<file path="src/shared/rtc_ctrl_pkg.sv">
package rtc_ctrl_pkg;

	// Register byte offsets
	localparam logic [31:0] CTRL_OFS = 32'h0000_0000;
	localparam logic [31:0] KEY_OFS  = 32'h0000_0004;
	localparam logic [31:0] TIME_OFS = 32'h0000_0008;

	// Control register fields
	localparam int CAL_LSB     = 16;
	localparam int CAL_W       = 10;
	localparam int ON_BIT      = 15;
	localparam int HALT_BIT    = 13;
	localparam int CLKSEL_LSB  = 9;
	localparam int OUTSEL_LSB  = 7;
	localparam int CLKON_BIT   = 6;
	localparam int WREN_BIT    = 3;
	localparam int SYNC_BIT    = 2;
	localparam int HALF_BIT    = 1;
	localparam int OE_BIT      = 0;
	localparam logic [31:0] CTRL_WMASK = 32'h03FF_A789;
	localparam logic [31:0] CTRL_UNIMP = 32'hFC00_5800;
	localparam logic [31:0] CTRL_RESET = 32'h0000_0000;

	// Time register seconds field
	localparam int SEC_LSB = 8;
	localparam int SEC_W   = 7;
	localparam logic [6:0] SEC_LAST = 7'h3B;

	// Unlock keys, values arbitrary
	localparam logic [31:0] KEY_FIRST  = 32'h0000_5A5A;
	localparam logic [31:0] KEY_SECOND = 32'h0000_A5A5;

	// Timing
	localparam int HALF_PULSES_DEF = 16384;
	localparam int SYNC_WINDOW     = 32;
	localparam int CLK_MHZ         = 50;
	localparam int RUN_TIMEOUT_US  = 100;
	localparam int RUN_TIMEOUT_CYC = RUN_TIMEOUT_US * CLK_MHZ;

	typedef enum logic [1:0] {
		PIN_ALARM,
		PIN_SECONDS,
		PIN_SOURCE,
		PIN_NONE
	} pin_sel_e;

	typedef enum logic [1:0] {
		UNL_IDLE,
		UNL_HALF,
		UNL_OPEN
	} unlock_e;

	typedef struct packed {
		logic        cyc;
		logic        stb;
		logic        we;
		logic [31:0] adr;
		logic [3:0]  sel;
		logic [31:0] dat;
	} wb_req_s;

	typedef struct packed {
		logic        ack;
		logic [31:0] dat;
	} wb_rsp_s;

endpackage

</file>
<file path="src/logic/rtc_calendar_control.sv">
// Behaviour
// - Drift trim is signed ten-bit, zero no correction
// - Positive trim adds pulses each minute, max 511
// - Negative trim removes pulses each minute, max 512
// - Unit runs only while enable bit set
// - Halt-in-idle stops unit during processor idle
// - Enable bit writable only while unlock bit one
// - Pin driven only while output enable set
// - Unlock bit settable only after key sequence
// - Half-second flag read-only, cleared by seconds write
// - Running flag undefined with internal oscillator selected
// - Control register reset only at power-on
// - Unimplemented bits read zero, writes dropped
//
// The register addresses and the Wishbone interface to the registers were chosen for this implementation.
module rtc_calendar_control #(
	parameter int HALF_PULSES     = rtc_ctrl_pkg::HALF_PULSES_DEF,
	parameter int RUN_TIMEOUT_CYC = rtc_ctrl_pkg::RUN_TIMEOUT_CYC
) (
	// Clock and power-on reset
	input  wire logic                  clk_i,
	input  wire logic                  rst_i,
	// Wishbone slave
	input  wire rtc_ctrl_pkg::wb_req_s wb_i,
	output      rtc_ctrl_pkg::wb_rsp_s wb_o,
	// Time sources and system state
	input  wire logic [3:0]            src_clk_i,
	input  wire logic                  idle_i,
	input  wire logic                  alarm_i,
	// Output pin and status
	output      logic                  rtc_pin_o,
	output      logic                  rtc_pin_oe_o,
	output      logic                  unit_run_o,
	output      logic                  second_tick_o
);
	import rtc_ctrl_pkg::*;

	localparam int PRE_B = $clog2(HALF_PULSES) > CAL_W ? $clog2(HALF_PULSES) : CAL_W;
	localparam int PRE_W = PRE_B + 2;
	localparam int RUN_W = $clog2(RUN_TIMEOUT_CYC + 1);
	localparam logic signed [PRE_W-1:0] HALF_TOP  = PRE_W'(HALF_PULSES - 1);
	localparam logic signed [PRE_W-1:0] SYNC_FROM = PRE_W'(HALF_PULSES - SYNC_WINDOW);
	localparam logic [RUN_W-1:0]        RUN_MAX   = RUN_W'(RUN_TIMEOUT_CYC);

	logic [31:0]             ctrl_r;
	logic [31:0]             ctrl_nxt;
	unlock_e                 unl_r;
	logic                    ack_r;
	logic [31:0]             rdat_r;
	logic [3:0]              meta_r;
	logic [3:0]              sync_r;
	logic                    src_prev_r;
	logic signed [PRE_W-1:0] cnt_r;
	logic [SEC_W-1:0]        sec_r;
	logic                    half_r;
	logic [RUN_W-1:0]        idle_cnt_r;
	logic                    pin_r;
	logic                    tick_r;

	logic                    req;
	logic                    wr;
	logic                    wr_ctrl;
	logic                    wr_key;
	logic                    wr_time;
	logic                    run;
	logic                    src_now;
	logic                    src_edge;
	logic                    half_end;
	logic                    minute_end;
	logic                    clk_on;
	logic                    sync_flag;
	logic                    pin_sel;
	logic [31:0]             ctrl_rd;
	logic [6:0]              sec_wr;
	logic signed [PRE_W-1:0] cal_ext;

	// Bus decode
	assign req     = wb_i.cyc & wb_i.stb & ~ack_r;
	assign wr      = req & wb_i.we;
	assign wr_ctrl = wr & (wb_i.adr == CTRL_OFS);
	assign wr_key  = wr & (wb_i.adr == KEY_OFS) & (&wb_i.sel);
	assign wr_time = wr & (wb_i.adr == TIME_OFS) & wb_i.sel[1];
	assign sec_wr  = wb_i.dat[SEC_LSB +: SEC_W];

	// Run gating
	assign run = ctrl_r[ON_BIT] & ~(ctrl_r[HALT_BIT] & idle_i);

	// Control write with byte lanes and lock gating
	always_comb begin
		ctrl_nxt = ctrl_r;
		for (int b = 0; b < 4; b++) begin
			if (wb_i.sel[b]) begin
				ctrl_nxt[8*b +: 8] = wb_i.dat[8*b +: 8];
			end
		end
		ctrl_nxt = ctrl_nxt & CTRL_WMASK;
		if (!ctrl_r[WREN_BIT]) begin
			ctrl_nxt[ON_BIT] = ctrl_r[ON_BIT];
		end
		// Clearing the unlock bit is always allowed
		if (unl_r != UNL_OPEN && !ctrl_r[WREN_BIT]) begin
			ctrl_nxt[WREN_BIT] = 1'b0;
		end
	end

	// Only the power-on reset reaches this register
	always_ff @(posedge clk_i) begin
		if (rst_i) begin
			ctrl_r <= CTRL_RESET;
		end else if (wr_ctrl) begin
			ctrl_r <= ctrl_nxt;
		end
	end

	// Two-key unlock sequence
	always_ff @(posedge clk_i) begin
		if (rst_i) begin
			unl_r <= UNL_IDLE;
		end else if (wr_key) begin
			case (unl_r)
				UNL_IDLE: unl_r <= (wb_i.dat == KEY_FIRST) ? UNL_HALF : UNL_IDLE;
				UNL_HALF: unl_r <= (wb_i.dat == KEY_SECOND) ? UNL_OPEN : UNL_IDLE;
				UNL_OPEN: unl_r <= (wb_i.dat == KEY_FIRST) ? UNL_HALF : UNL_IDLE;
				default:  unl_r <= UNL_IDLE;
			endcase
		end
	end

	// Source synchroniser
	always_ff @(posedge clk_i) begin
		if (rst_i) begin
			meta_r     <= 4'h0;
			sync_r     <= 4'h0;
			src_prev_r <= 1'b0;
		end else begin
			meta_r     <= src_clk_i;
			sync_r     <= meta_r;
			src_prev_r <= src_now;
		end
	end

	assign src_now  = sync_r[ctrl_r[CLKSEL_LSB +: 2]];
	assign src_edge = src_now & ~src_prev_r;

	// Activity watchdog; also used for the internal oscillator
	always_ff @(posedge clk_i) begin
		if (rst_i) begin
			idle_cnt_r <= RUN_MAX;
		end else if (src_edge) begin
			idle_cnt_r <= '0;
		end else if (idle_cnt_r != RUN_MAX) begin
			idle_cnt_r <= idle_cnt_r + RUN_W'(1);
		end
	end

	assign clk_on = idle_cnt_r != RUN_MAX;

	// Prescaler with drift trim
	assign cal_ext    = PRE_W'($signed(ctrl_r[CAL_LSB +: CAL_W]));
	assign half_end   = run & src_edge & (cnt_r >= HALF_TOP);
	assign minute_end = half_end & half_r & (sec_r == SEC_LAST);

	// A negative start stretches the next half-second, a positive one shortens it
	always_ff @(posedge clk_i) begin
		if (rst_i || wr_time) begin
			cnt_r <= '0;
		end else if (minute_end) begin
			cnt_r <= cal_ext;
		end else if (half_end) begin
			cnt_r <= '0;
		end else if (run && src_edge) begin
			cnt_r <= cnt_r + PRE_W'(1);
		end
	end

	// Seconds and half-second; a seconds write wins over a rollover
	always_ff @(posedge clk_i) begin
		if (rst_i) begin
			sec_r  <= '0;
			half_r <= 1'b0;
		end else if (wr_time) begin
			sec_r  <= (sec_wr > SEC_LAST) ? '0 : sec_wr;
			half_r <= 1'b0;
		end else if (half_end) begin
			half_r <= ~half_r;
			if (half_r) begin
				sec_r <= (sec_r == SEC_LAST) ? '0 : sec_r + SEC_W'(1);
			end
		end
	end

	always_ff @(posedge clk_i) begin
		if (rst_i) begin
			tick_r <= 1'b0;
		end else begin
			tick_r <= half_end & half_r & ~wr_time;
		end
	end

	assign sync_flag = run & half_r & (cnt_r >= SYNC_FROM);

	// Output pin
	always_comb begin
		case (pin_sel_e'(ctrl_r[OUTSEL_LSB +: 2]))
			PIN_ALARM:   pin_sel = alarm_i;
			PIN_SECONDS: pin_sel = half_r;
			PIN_SOURCE:  pin_sel = src_now;
			default:     pin_sel = 1'b0;
		endcase
	end

	always_ff @(posedge clk_i) begin
		if (rst_i) begin
			pin_r <= 1'b0;
		end else begin
			pin_r <= ctrl_r[OE_BIT] & pin_sel;
		end
	end

	// Read path
	always_comb begin
		ctrl_rd              = ctrl_r & CTRL_WMASK;
		ctrl_rd[CLKON_BIT]   = clk_on;
		ctrl_rd[SYNC_BIT]    = sync_flag;
		ctrl_rd[HALF_BIT]    = half_r;
	end

	always_ff @(posedge clk_i) begin
		if (rst_i) begin
			ack_r  <= 1'b0;
			rdat_r <= 32'h0000_0000;
		end else begin
			ack_r  <= req;
			rdat_r <= 32'h0000_0000;
			if (req && !wb_i.we) begin
				case (wb_i.adr)
					CTRL_OFS: rdat_r <= ctrl_rd;
					KEY_OFS:  rdat_r <= {31'h0, unl_r == UNL_OPEN};
					TIME_OFS: rdat_r <= {17'h0, sec_r, 8'h00};
					default:  rdat_r <= 32'h0000_0000;
				endcase
			end
		end
	end

	assign wb_o.ack      = ack_r;
	assign wb_o.dat      = rdat_r;
	assign rtc_pin_o     = pin_r;
	assign rtc_pin_oe_o  = ctrl_r[OE_BIT];
	assign unit_run_o    = run;
	assign second_tick_o = tick_r;
endmodule

</file>
<file path="config.mk">
export PLATFORM = sky130hd
export DESIGN_NAME = rtc_calendar_control
export DESIGN_NICKNAME = d
export VERILOG_FILES = /design/src/shared/rtc_ctrl_pkg.sv /design/src/logic/rtc_calendar_control.sv
export SDC_FILE = /design/constraint.sdc
export NUM_CORES = 1
export LEC_CHECK = 0
export BUFFER_PORTS_ARGS = -buffer_cell sky130_fd_sc_hd__buf_4
export CORE_ASPECT_RATIO = 2
export CORE_MARGIN = 5
export CORE_UTILIZATION = 53
export DETAILED_ROUTE_END_ITERATION = 12
export PLACE_DENSITY_LB_ADDON = 0.15
export SLEW_MARGIN = 15
export SYNTH_ARGS = -nofsm -noshare
export SYNTH_HDL_FRONTEND = slang
export SYNTH_SLANG_ARGS = --single-unit
</file>
<file path="constraint.sdc">
create_clock -name clk_i -period 2.55 [get_ports clk_i]
set_input_delay 0 -clock clk_i [delete_from_list [all_inputs] [get_ports clk_i]]
set_output_delay 0 -clock clk_i [all_outputs]
set_load 0.01 [all_outputs]
</file>
Word level (Yosys, flattened, before mapping). Index checks and enable logic that the tools add are counted.

Word-level logic and storage cells: 107. Flip-flop bits (word level): 101. Output and inout port bits: 37.

Bitwise operators: 25. Reduce and logical (&&, ||, !) cells: 26. Magnitude comparators: 4. Eq/ne operators: 11. Muxes and demuxes: 19. Add/sub/neg operators: 3.

Operators with widths (count): 26-bit case mux with 3 select lines (1); 16-bit 2-to-1 mux (3); 7-bit 2-to-1 mux (5); 32-bit by 15-bit == test with 1-bit output, second input constant (1); 32-bit by 16-bit == test with 1-bit output, second input constant (1); 32-bit by 3-bit == test with 1-bit output, second input constant (1); 32-bit by 4-bit == test with 1-bit output, second input constant (1); 16-bit by 15-bit >= comparator with 1-bit output, second input constant (2); 32-bit logical NOT (1); 13-bit 2-to-1 mux (2); 1-bit AND (19); 16-bit by 2-bit adder with 16-bit output, second input constant (1); 13-bit by 1-bit adder with 13-bit output, second input constant (1); 13-bit inequality test, second input constant (1); 2-bit AND reduction (6); 2-bit nonzero test (4); 2-bit OR reduction (4); 7-bit by 1-bit adder with 7-bit output, second input constant (1); 7-bit by 6-bit == test with 1-bit output, second input constant (1); 7-bit by 6-bit greater-than comparator with 1-bit output, second input constant (1); 1-bit NOT (6); 2-bit by 1-bit == test with 1-bit output, second input constant (2); 2-bit == test, second input constant (2); 2-bit logical NOT (2); 14 further kinds (19).

Longest topological paths before layout.
Word-level depth: 8. Mapped depth: 7. Depth with buffers taken out: 7.

Worst setup path after synthesis. OpenSTA, ideal clock, no wires.

Path kind: register to register. Start: reg cnt_r[0]. End: reg cnt_r[9]. Cell stages (with the launch flop): 7. Path slack: 0.594 ns. Setup time: 0.086 ns. Arrival time: 1.870 ns. Cell sequence: dfxtp_1 ha_1 nand3_2 o41a_4 nor3_4 o21ai_1 a221oi_2.

Word-level cells in the longest chain between the ends: 5. Elaborated cells on any way between the ends: 9.

Ends and longest elaborated chain: start, declared (RTL line rtc_calendar_control.sv:53) `logic signed [PRE_W-1:0] cnt_r;`; start signal, assigned (RTL line rtc_calendar_control.sv:168) `cnt_r <= cal_ext;`; start signal, assigned (RTL line rtc_calendar_control.sv:172) `cnt_r <= cnt_r + PRE_W'(1);`; 16-bit by 15-bit >= comparator with 1-bit output (RTL line rtc_calendar_control.sv:160) `assign half_end = run & src_edge & (cnt_r >= HALF_TOP);`; 1-bit AND (RTL line rtc_calendar_control.sv:160); 1-bit AND (2 in series) (RTL line rtc_calendar_control.sv:161) `assign minute_end = half_end & half_r & (sec_r == SEC_LAST);`; 3-bit nonzero test (no source line) or 16-bit 2-to-1 mux (tied branches).

Several ways; a longest one is shown, not always the timed one. The select of a mux whose other input is x is not followed. A chain may end at the register's enable or synchronous reset.

Final worst setup path.
Start: reg ack_r. End: reg ctrl_r[19].

Word-level cells in the longest chain between the ends: 5.

Ends and longest elaborated chain: start, declared (RTL line rtc_calendar_control.sv:48) `logic ack_r;`; start signal, assigned (RTL line rtc_calendar_control.sv:233) `ack_r <= req;`; 1-bit NOT (RTL line rtc_calendar_control.sv:78) `assign req = wb_i.cyc & wb_i.stb & ~ack_r;`; 1-bit AND (RTL line rtc_calendar_control.sv:78); 1-bit AND (RTL line rtc_calendar_control.sv:79) `assign wr = req & wb_i.we;`; 1-bit AND (RTL line rtc_calendar_control.sv:80) `assign wr_ctrl = wr & (wb_i.adr == CTRL_OFS);`; 2-bit AND reduction (no source line); end signal, assigned (RTL line rtc_calendar_control.sv:111) `ctrl_r <= ctrl_nxt;`; end, declared (RTL line rtc_calendar_control.sv:45) `logic [31:0] ctrl_r;`.

No other way between the ends.

==> summary.md <==
| Metric | Value |
|---|---|
| Commonest non-fill, non-tap cells in the layout | `buf_4, dfxtp_1, dlygate4sd3_1, nor2_1, nand3_1` |
| M1 WL | `4.30 mm` |
| Critical path's largest stage delay | `590 ps` |
| ANT cells | `0` |
| Post-CTS Setup Repair Bufs | `0` |
| R2R Setup Slk | `150 ps` |
| VDD IR max | `0.465 mV` |
| Synth warn | `0` |
| Crit path max-delay family | `simple AND/OR/NAND/NOR gates` |
| DRT antenna net count | `0` |
| Drt drc | `0` |
| Global Route Usage Sum | `26.3%` |
| Worst-margin pin slew | `684 ps` |
| Remaining Overflow, GRT | `0` |
| Reg-to-Reg End | `ctrl_r[19]$_SDFFE_PP0P_` |
| Yosys reg bits | `93` |
| Syn avg cell area | `8.94 um2` |
| Primary FF master, synth | `dfxtp_1` |
| Met2 Routed Length | `7.26 mm` |
| Slew margin rel. | `54.1%` |
| Hold_sp | `wb_i[56]` |
| Clk_lat worst skew | `340 ps` |
| Core box area | `8000 um2` |
| Reg power frac | `47.4%` |
| Layout cells sized above 1 | `23.5%` |
| WP data arrival | `2660 ps` |
| Asr flop ratio synth | `0%` |
| Largest net degree at the start of global routing | `42` |
| WL per Instance | `17.7 um` |
| Post-DP HPWL | `9.53 mm` |
| Routed WL | `13.0 mm` |
| Total number of vias | `4309` |
| Critical-path maximum fanout | `13` |
| Crit. End Element | `flop` |
| Total Neg Setup Slack | `0 ps` |
| Max clock buf depth | `2` |
| Number of max-cap violations | `0` |
| Hold Crit Endpoint | `rdat_r[0]$_SDFF_PP0_` |
| I/O pin count | `116` |
| Worst reg-to-reg path cell count | `6` |
| Unrepaired setup endpoints after global routing | `false` |
| # setup viols final | `0` |
| # resized after CTS | `0` |
| Clock share of power | `43.0%` |
| Hold-fix buffer count after cts | `38` |
| Seq/Total Area, Yosys | `42.7%` |
| Sink Count | `93` |
| R2R Path Start | `ack_r$_SDFF_PP0_` |
| Power per cell area | `542 nW/um2` |
| Status | `finished, final reports clean` |
| Fin. max-slew vios | `0` |
| Wire length on met3 | `797 um` |
| Crit path buf inv count | `1` |
| WP data required | `2820 ps` |
| Die Width | `74.1 um` |
| Syn Inst Count | `487` |
| Final Hold Viols | `0` |
| Post-Place Cells | `677` |
| CTS root buf | `clkbuf_16` |
| Post-route insts no fill | `731` |
| Die ar. | `10200 um2` |
| Fin nets | `714` |
| Die Y-Extent | `138 um` |
| RD Place Congestion | `0.929` |
| Commonest non-fill, non-tap cell in the layout | `buf_4` |
| Critical path startpoint category | `flop` |
| Netlist cell types | `68` |
| P_leak | `2.31 nW` |
| Power consumption | `0.00320 W` |
| H-Tree Depth | `3` |
| Cells on Worst Hold Path | `4` |
| Crit path max-delay cell type | `dlygate4sd3_1` |
| HP Class | `primary input to flop` |
| Initial core utilization | `54.4%` |
| Drt pass-1 iters | `4` |
| Initial antenna violation count | `0` |
| Critical path class | `flop to flop` |
| Cell chain of the critical path | `nand3b_1, nor2_1, and4_1, nand3_1, dlygate4sd3_1, a21oi_1` |
| Setup Slack @ Placement | `321 ps` |
| Synth Cell Area | `4360 um2` |
| Max Clk Rate | `417 MHz` |
| CTS Buf Count | `9` |
| Vias in the first global route | `4585` |
| Sw Ratio | `22.9%` |
| Tcrit/Tclk final | `94.0%` |
| Pint | `0.00246 W` |
| Switching power | `0.000731 W` |
| Final setup margin | `154 ps` |
| Highest Signal Layer | `met4` |
| 1st-iter DRT viols | `363` |
| Gate power share | `9.6%` |
| Fin Hold WS | `26.9 ps` |
| EDFF count, synth | `0` |
| Row Count | `46` |
| CTS tree | `built` |
| Drt via density | `5.89` |
| Clock transition at the registers of the reported paths | `60 ps` |
| P&R area growth vs syn | `35.3%` |
| Setup Skew | `4.76 ps` |
| Input/output buffers | `107` |
| First-pass GRT wire length | `21.2 mm` |
| Final Critical Period | `2400 ps` |
state kept, by name, indices dropped and copies added, names as in the netlist, 2 cells and up:
| signal | count |
|---|---|
| cnt_r | 16 |
| unl_r | 2 |
| ctrl_r | 18 |
| idle_cnt_r | 13 |
| sec_r | 7 |
| meta_r | 4 |
| sync_r | 4 |
| rdat_r | 24 |
cells by family after synthesis:
kind of cell	share of synthesized area [%]
simple gates	28.9
compound gates	17.6
flops	42.7
buf+inv	4.45
xor+xnor	2.61
mux	2.18
fa+ha+maj	1.44
other cells	0.0861
worst register-to-register path: stages (launching register included):
cell and delay, ps:
dfxtp_1 310, nand3b_1 160, nor2_1 380, and4_1 570, nand3_1 140, dlygate4sd3_1 590
a21oi_1 170
power by group through the flow:
stage	clock, W	combinational [W]	sequential (W)
6_report	0.00137	0.000308	0.00151
2_1_floorplan	0	0.000141	0.00154
4_1_cts	0.00139	0.000304	0.00151
3_3_place_gp	0	0.000261	0.00154
5_1_grt	0.00145	0.000340	0.00152
3_5_place_dp	0	0.000269	0.00155
how the worst max path moves through the flow:
stage                               to  slack, ps  cells past startpoint                  start
2_1_floorplan    cnt_r[9]$_SDFFE_PP0P_        590                      6  cnt_r[0]$_SDFFE_PP0P_
3_3_place_gp     cnt_r[9]$_SDFFE_PP0P_        390                      6  cnt_r[0]$_SDFFE_PP0P_
3_5_place_dp     cnt_r[9]$_SDFFE_PP0P_        320                      6  cnt_r[1]$_SDFFE_PP0P_
4_1_cts        ctrl_r[25]$_SDFFE_PP0P_        250                      6       ack_r$_SDFF_PP0_
5_1_grt        ctrl_r[23]$_SDFFE_PP0P_         60                      6       ack_r$_SDFF_PP0_
6_report       ctrl_r[19]$_SDFFE_PP0P_        150                      6       ack_r$_SDFF_PP0_
metrics by stage:
stage | area [um2] | utilization, %
global route | 5890 | 73.7
detailed placement | 5200 | 65.0
global placement | 5200 | 65.0
finish | 5890 | 73.7
CTS | 5890 | 73.7
floorplan | 4380 | -
Yosys cell counts, types with 6 or more instances:
library cell  number  area share, %
nand2_1           28            2.4
and2_1            18            2.6
nor4_1            16            2.3
inv_1             18            1.6
a21oi_1           31            3.6
xor2_1             9            1.8
clkbuf_1           8           0.69
buf_4              9            1.6
o2bb2ai_1          6            1.2
nor2b_1           14            2.0
nor2_1            35            3.0
nand4_1           10            1.4
o21ai_0           26            3.0
nor3_1            11            1.3
o21bai_1           6            1.0
a211oi_1           6            1.0
and3_1            11            1.6
dfxtp_1           93             43
nand3_1           32            3.7
a221oi_1           7            1.4
cell type report:
type                            instances  area (um2)
Multi-Input combinational cell        360        2330
Timing Repair Buffer                  148        1210
Fill cell                             632        2110
Tap cell                               96         120
Clock buffer                           11         253
Sequential cell                        93        1860
Inverter                               18        67.6
Clock inverter                          5        58.8
metal layers:
metal | GRT usage (%) | up-vias
met2 | 47.6 | 195
met3 | 5.95 | 56
li1 | - | 2051
met5 | 0 | -
met1 | 25.9 | 2007
met4 | 15.4 | 0
Note: power is estimated with default switching activity, not from simulation.
